--- src/vector_map_pkg.sv ---
package vector_map_pkg;

    // ----------------------------------------
    // address layout
    // ----------------------------------------
    localparam int ADDR_W = 24;
    localparam int SLOT_W = 8;
    localparam int BASE_W = ADDR_W - SLOT_W;
    localparam logic [ADDR_W-1:0] RESET_VECTOR = 24'h00_0000;
    localparam logic [BASE_W-1:0] BASE_RESET = 16'h0000;

    // ----------------------------------------
    // source slot offsets
    // ----------------------------------------
    localparam int NUM_EXT = 4;
    localparam int NUM_SRC = 10;
    localparam logic [SLOT_W-1:0] SLOT_EXT0 = 8'h01;
    localparam logic [SLOT_W-1:0] SLOT_SER_TX = 8'h05;
    localparam logic [SLOT_W-1:0] SLOT_SER_RX = 8'h06;
    localparam logic [SLOT_W-1:0] SLOT_TIMER0 = 8'h09;
    localparam logic [SLOT_W-1:0] SLOT_TIMER1 = 8'h0A;
    localparam logic [SLOT_W-1:0] SLOT_DMA0 = 8'h0B;
    localparam logic [SLOT_W-1:0] SLOT_DMA1 = 8'h0C;
    localparam logic [SLOT_W-1:0] SLOT_TRAP_FIRST = 8'h20;
    localparam logic [SLOT_W-1:0] SLOT_TRAP_LAST = 8'h3F;
    localparam int TRAP_W = 5;

    // request bundle: bit order ext0..3, tx, rx, timer0, timer1, dma0, dma1
    typedef struct packed {
        logic [1:0] dma;
        logic [1:0] timer;
        logic serRx;
        logic serTx;
        logic [NUM_EXT-1:0] ext;
    } request_t;

    // fetch answer
    typedef struct packed {
        logic valid;
        logic [ADDR_W-1:0] addr;
    } fetch_t;

endpackage

--- src/interrupt_vector_mapper.sv ---
`timescale 1ns/1ns
// Notes on behaviour
// - each external request can be taken on a rising edge or while held at its active level.
// - the table base comes from a software-written pointer, not a fixed place.
// - the base sits on a 256-word boundary and the slot lives in the low eight address bits.
// - the reset fetch is always from address zero, whatever the pointer holds.
// - external 0..3 use slots 01h..04h, serial 05h/06h, timers 09h/0Ah, dma 0Bh/0Ch.
// - software traps 0..31 use slots 20h..3Fh.
module interrupt_vector_mapper
    import vector_map_pkg::*;
(
    input wire logic clock,
    input wire logic resetn,
    input wire logic enable,
    input wire logic [NUM_EXT-1:0] externalRequest,
    input wire logic [NUM_EXT-1:0] edgeMode,
    input wire request_t peripheralRequest,
    input wire logic baseWrite,
    input wire logic [ADDR_W-1:0] baseData,
    input wire logic trapRequest,
    input wire logic [TRAP_W-1:0] trapNumber,
    input wire logic fetchReady,
    output logic [NUM_SRC-1:0] pendingSources,
    output logic [ADDR_W-1:0] vectorTableBasePointer,
    output fetch_t fetch,
    output logic [NUM_SRC-1:0] takenSource
);

    // ----------------------------------------
    // slot lookup
    // ----------------------------------------
    function automatic logic [SLOT_W-1:0] slot_of(input int idx);
        case (idx)
            0, 1, 2, 3: slot_of = SLOT_EXT0 + SLOT_W'(idx);
            4: slot_of = SLOT_SER_TX;
            5: slot_of = SLOT_SER_RX;
            6: slot_of = SLOT_TIMER0;
            7: slot_of = SLOT_TIMER1;
            8: slot_of = SLOT_DMA0;
            default: slot_of = SLOT_DMA1;
        endcase
    endfunction

    // ----------------------------------------
    // external request conditioning
    // ----------------------------------------
    logic [NUM_EXT-1:0] extPending;
    logic [NUM_EXT-1:0] extClear;

    edge_level_detect #(
        .WIDTH(NUM_EXT)
    ) u_detect (
        .clock(clock),
        .resetn(resetn),
        .enable(enable),
        .pin(externalRequest),
        .edgeMode(edgeMode),
        .clear(extClear),
        .pending(extPending)
    );

    assign pendingSources = {peripheralRequest[NUM_SRC-1:NUM_EXT], extPending};

    // ----------------------------------------
    // fetch sequencer
    // ----------------------------------------
    typedef enum logic [2:0] {
        S_RESET = 3'b001,
        S_IDLE = 3'b010,
        S_FETCH = 3'b100
    } state_t;

    state_t state, next_state;
    logic [BASE_W-1:0] base, next_base;
    logic [ADDR_W-1:0] addr, next_addr;
    logic [NUM_SRC-1:0] taken, next_taken;
    logic [NUM_SRC-1:0] pick;

    // lowest numbered pending source wins
    always_comb begin
        pick = '0;
        for (int i = NUM_SRC - 1; i >= 0; i--) begin
            if (pendingSources[i]) begin
                pick = NUM_SRC'(1) << i;
            end
        end
    end

    // next state, base and address
    always_comb begin
        next_state = state;
        next_base = base;
        next_addr = addr;
        next_taken = '0;
        if (baseWrite) begin
            next_base = baseData[ADDR_W-1:SLOT_W];
        end
        case (state)
            S_RESET: begin
                next_addr = RESET_VECTOR;
                if (fetchReady) begin
                    next_state = S_IDLE;
                end
            end
            S_IDLE: begin
                if (trapRequest) begin
                    next_addr = {base, SLOT_TRAP_FIRST + SLOT_W'(trapNumber)};
                    next_state = S_FETCH;
                end else if (|pick) begin
                    for (int i = 0; i < NUM_SRC; i++) begin
                        if (pick[i]) begin
                            next_addr = {base, slot_of(i)};
                        end
                    end
                    next_taken = pick;
                    next_state = S_FETCH;
                end
            end
            S_FETCH: begin
                if (fetchReady) begin
                    next_state = S_IDLE;
                end
            end
            default: next_state = S_RESET;
        endcase
    end

    assign extClear = next_taken[NUM_EXT-1:0];

    // state registers
    always_ff @(posedge clock or negedge resetn) begin
        if (!resetn) begin
            state <= S_RESET;
            base <= BASE_RESET;
            addr <= RESET_VECTOR;
            taken <= '0;
        end else if (enable) begin
            state <= next_state;
            base <= next_base;
            addr <= next_addr;
            taken <= next_taken;
        end
    end

    assign fetch.valid = (state != S_IDLE);
    assign fetch.addr = addr;
    assign takenSource = taken;
    assign vectorTableBasePointer = {base, SLOT_W'(0)};
endmodule

--- src/edge_level_detect.sv ---
`timescale 1ns/1ns
module edge_level_detect
    import vector_map_pkg::*;
#(
    parameter int WIDTH = NUM_EXT
) (
    input wire logic clock,
    input wire logic resetn,
    input wire logic enable,
    input wire logic [WIDTH-1:0] pin,
    input wire logic [WIDTH-1:0] edgeMode,
    input wire logic [WIDTH-1:0] clear,
    output logic [WIDTH-1:0] pending
);

    // ----------------------------------------
    // synchroniser and latch
    // ----------------------------------------
    logic [WIDTH-1:0] sync1, sync2, prev, latched;
    logic [WIDTH-1:0] next_sync1, next_sync2, next_prev, next_latched;

    // edge mode latches a rise, level mode follows the pin
    always_comb begin
        next_sync1 = pin;
        next_sync2 = sync1;
        next_prev = sync2;
        next_latched = latched;
        for (int i = 0; i < WIDTH; i++) begin
            if (edgeMode[i]) begin
                if (sync2[i] && !prev[i]) begin
                    next_latched[i] = 1'b1; // set wins over clear
                end else if (clear[i]) begin
                    next_latched[i] = 1'b0;
                end
            end else begin
                next_latched[i] = 1'b0;
            end
        end
    end

    // state registers
    always_ff @(posedge clock or negedge resetn) begin
        if (!resetn) begin
            sync1 <= '0;
            sync2 <= '0;
            prev <= '0;
            latched <= '0;
        end else if (enable) begin
            sync1 <= next_sync1;
            sync2 <= next_sync2;
            prev <= next_prev;
            latched <= next_latched;
        end
    end

    assign pending = latched | (~edgeMode & sync2);

endmodule

--- config.mk ---
export PLATFORM = sky130hd
export DESIGN_NAME = interrupt_vector_mapper
export DESIGN_NICKNAME = d
export VERILOG_FILES = /design/src/vector_map_pkg.sv /design/src/interrupt_vector_mapper.sv /design/src/edge_level_detect.sv
export SDC_FILE = /design/constraint.sdc
export NUM_CORES = 1
export LEC_CHECK = 0
export ABC_AREA = 1
export BUFFER_PORTS_ARGS = -buffer_cell sky130_fd_sc_hd__clkbuf_2
export CAP_MARGIN = 20
export CORE_ASPECT_RATIO = 1.2
export CORE_MARGIN = 5
export CORE_UTILIZATION = 49
export DETAILED_ROUTE_END_ITERATION = 10
export GPL_ROUTABILITY_DRIVEN = 0
export HOLD_SLACK_MARGIN = 0.02
export PLACE_DENSITY = 0.8
export SETUP_SLACK_MARGIN = 0.15
export SLEW_MARGIN = 20
export SYNTH_ARGS = -nofsm -noshare
export SYNTH_HDL_FRONTEND = slang
export SYNTH_SLANG_ARGS = --single-unit
--- constraint.sdc ---
create_clock -name clock -period 1.8 [get_ports clock]
set_input_delay 0.54 -clock clock [delete_from_list [all_inputs] [get_ports clock]]
set_output_delay 0.54 -clock clock [all_outputs]
set_load 0.03 [all_outputs]
==> flow_metrics.py <==
metrics = {
    "placed_design": {
        "numPortBuffers": 99,
        "placed_cells": 559,
        "place_ws_ps": -165,
        "hpwl_um": 5810,
        "post_dp_cell_area_sq_mm": 0.00394,
    },
    "yosys": {
        "syn-cell-area_sq_mm": 0.00316,
        "synth_cells": 367,
        "synth_cell_types": 31,
        "ys_seq_elements": 67,
        "ys_warn_count": 0,
        "yosysSeqAreaShare_pct": 53.0,
        "syn_avg_cell_area_sq_um": 8.62,
    },
    "route": {
        "vias_per_cell": 4.92,
        "wirelength_um": 8530,
        "vias": 2934,
        "antenna_left": 0,
        "drt_iter0_drc": 147,
        "wl_per_cell_um": 14.3,
        "route.detailed.drc": 0,
        "firstDrtPassIters": 4,
    },
    "pwr": {
        "p_switching_uw": 2330,
        "seq_power_share_pct": 35.2,
        "comb_power_share_pct": 44.0,
        "p_leak_uw": 0.00245,
        "power.density_mw_per_mm2": 1280,
        "p_int_uw": 3500,
        "vdd_drop_max_uv": 845,
        "power_frac_clock_pct": 20.8,
        "swShare_pct": 39.9,
    },
    "die": {
        "die-area_sq_mm": 0.00817,
        "start_util_pct": 49.7,
        "rows": 32,
        "boundaryPins": 122,
        "die-height_um": 98.0,
        "die_w_um": 83.3,
        "fp.coreArea_sq_mm": 0.00637,
    },
    "sta": {
        "setup_viol": 0,
        "post-route-period-util_pct": 95.3,
        "slew_viol_final": 0,
        "fin_skew_ps": 12.7,
        "tns_ps": 0,
        "timing.final.crit_period_ps": 1720,
        "worst_slack_ps": 83.8,
        "fmax_ghz": 0.583,
        "hold_viol": 0,
        "rsz0062_at_grt": "yes",
    },
    "global_routing": {
        "track_usage_pct": 20.7,
        "grt_pass1_vias": 3082,
        "antenna_found_initial": 0,
        "grt_max_degree": 68,
        "grt_overflow": 0,
        "grt_pass1_wl_um": 13800,
    },
    "layout": {
        "final-seq-area_sq_mm": 0.00168,
        "drive_gt1_share_pct": 45.6,
        "final_util_pct": 71.3,
        "fin_nets": 559,
        "final_area_sq_mm": 0.00454,
        "final-instance-count-excl-fill": 596,
        "multi_input_area_sq_mm": 0.00140,
        "diodes": 0,
        "fillerInstances": 471,
        "area_growth_pct": 43.6,
    },
    "worst_setup_path": {
        "critPathTopFamily": "flip-flops",
        "path_common_cell": "inv_2",
        "crit_arrival_ps": 1180,
        "path_max_fanout": 2,
        "regToRegEndpoint": "addr[8]$_DFFE_PN0P_",
        "critPathRequiredTime_ps": 1260,
        "ff2ff_path_depth": 10,
        "worstSetupPathType": "flop to output pin",
        "cpPeakStageDelay_ps": 370,
        "rr_startpoint": "state[1]$_DFFE_PN0P_",
        "path_buf_inv": 3,
        "rrSetupSlack_ps": 110,
        "path_cells": "inv_2 -> nor3_4 -> inv_2 -> buf_8",
        "cp_slowest_cell": "dfrtp_1",
        "critPathCaptureType": "output pin",
        "crit_start": "state[1]$_DFFE_PN0P_",
        "setup.worst_path.start_class": "flop",
    },
    "clock_tree": {
        "cts_buffer_depth": 2,
        "cts_tree": "done",
        "clock_latency_ps": 330,
        "clkSinkCount": 67,
        "clk_pin_slew_ps": 70,
        "cts_made_buffers": 9,
        "htree_levels": 3,
        "clockRootBuffer": "clkbuf_8",
    },
    "status": {
        "status": "finished, final reports clean",
    },
    "min_path": {
        "min_path_type": "input port to async pin",
    },
    "run": {
        "maxCapViolCount": 0,
    },
}
-- state kept, by name (all words and copies together) (netlist names) --
name / count
addr: 22
base: 16
takenSource: 10
u_detect.latched: 4
u_detect.next_prev: 4
u_detect.next_sync2: 4
u_detect.prev: 4
state: 3
-- what timing repair did --
item | in CTS | in global routing
cloned | 0 | 2
pin swaps | 4 | 10
hold buffers | 0 | 0
resized for setup | 17 | 48
buffers inserted | 9 | 10
setup endpoints to repair | 15 | 30
endpoints found under the hold margin | 0 | 0
-- power by group through the flow --
stage / logic, uW / clock network, uW / registers (uW)
2_1_floorplan: 954 / 0 / 2420
3_3_place_gp: 1950 / 0 / 2010
3_5_place_dp: 2000 / 0 / 2020
4_1_cts: 2170 / 1230 / 2000
5_1_grt: 2750 / 1320 / 2090
6_report: 2560 / 1210 / 2050
-- final cells by class --
type,count,share of cell area [%]
flip-flops and latches,67,36.9
multi-input cells,238,30.7
repair buffers,146,21.9
inverters,44,3.91
clock buffers,13,3.28
well taps,85,2.34
clock inverters,3,0.882
-- worst reg2reg max path: cells and delay by family, from the launching register on --
| family | cells | cell delay, ps |
|---|---|---|
| buffers and inverters | 5 | 640 |
| DFF | 1 | 370 |
| AOI/OAI and AO/OA | 1 | 50 |
| and+or+nand+nor | 4 | 500 |
-- per-layer routing --
metal	track usage (%)	share of wire (%)	vias up
li1	-	-	1422
met3	8.61	8.8	14
met2	34.8	51	113
met4	7.55	1.6	0
met5	0	0	-
met1	23.7	39	1385
-- per-stage QoR --
stage | power [uW] | hold slack (ps)
after floorplan | 3370 | 244
after global placement | 3960 | 455
after detailed placement | 4030 | 468
after CTS | 5390 | 219
after global routing | 6160 | 237
final | 5830 | 208
-- Yosys cell counts --
master,count,share of area (%)
a21oi_1,18,2.8
a22oi_1,1,0.24
buf_2,1,0.16
buf_4,16,3.8
buf_6,3,1.1
clkbuf_1,7,0.83
conb_1,1,0.12
dfrtp_1,66,52
dfstp_2,1,0.83
inv_1,44,5.2
mux2_2,1,0.36
nand2_1,92,11
nand2_2,4,0.79
nand3_1,20,3.2
nand3_4,3,1.7
nand4_1,2,0.40
nor2_1,32,3.8
nor2_2,1,0.20
nor2_4,1,0.36
nor3_1,1,0.16
nor3_4,1,0.51
o211ai_1,1,0.24
o21ai_0,29,4.6
o21ai_1,2,0.32
o21ai_2,12,3.3
o21ai_4,1,0.51
o22ai_1,1,0.20
o31ai_1,1,0.24
o32ai_1,1,0.28
o41ai_1,1,0.28
or2_2,2,0.40
-- cells in the final DEF (no fill, tap or decap), types with 5 or more instances in the layout --
cell type  count
a21oi_1       17
buf_4         38
buf_8          5
clkbuf_2      93
clkbuf_8      10
conb_1        10
dfrtp_1       66
inv_1         35
inv_2          6
nand2_1       66
nand2_2       11
nand2_4       18
nand3_1       18
nor2_1        27
o21ai_0       21
o21ai_1        6
o21ai_2       16
-- worst max-delay path by stage --
stage          slack (ps)  cells after the start                   end
2_1_floorplan         110                      9  addr[10]$_DFFE_PN0P_
3_3_place_gp         -100                      8   addr[3]$_DFFE_PN0P_
3_5_place_dp         -170                      8   addr[9]$_DFFE_PN0P_
4_1_cts                60                      4     pendingSources[2]
5_1_grt                20                      4             fetch[24]
6_report               80                      4             fetch[24]
-- cell families (layout without fill, tap and decap cells) --
group                  after synthesis  after routing  synth area share (%)
and+or+nand+nor                    159            159                  22.3
buffers and inverters               71            206                  11.1
AOI/OAI and AO/OA                   68             68                  13.1
DFF                                 67             67                  53.0
other                                1             10                 0.119
muxes                                1              1                 0.356
No activity file was read; power rests on OpenSTA's default activity.
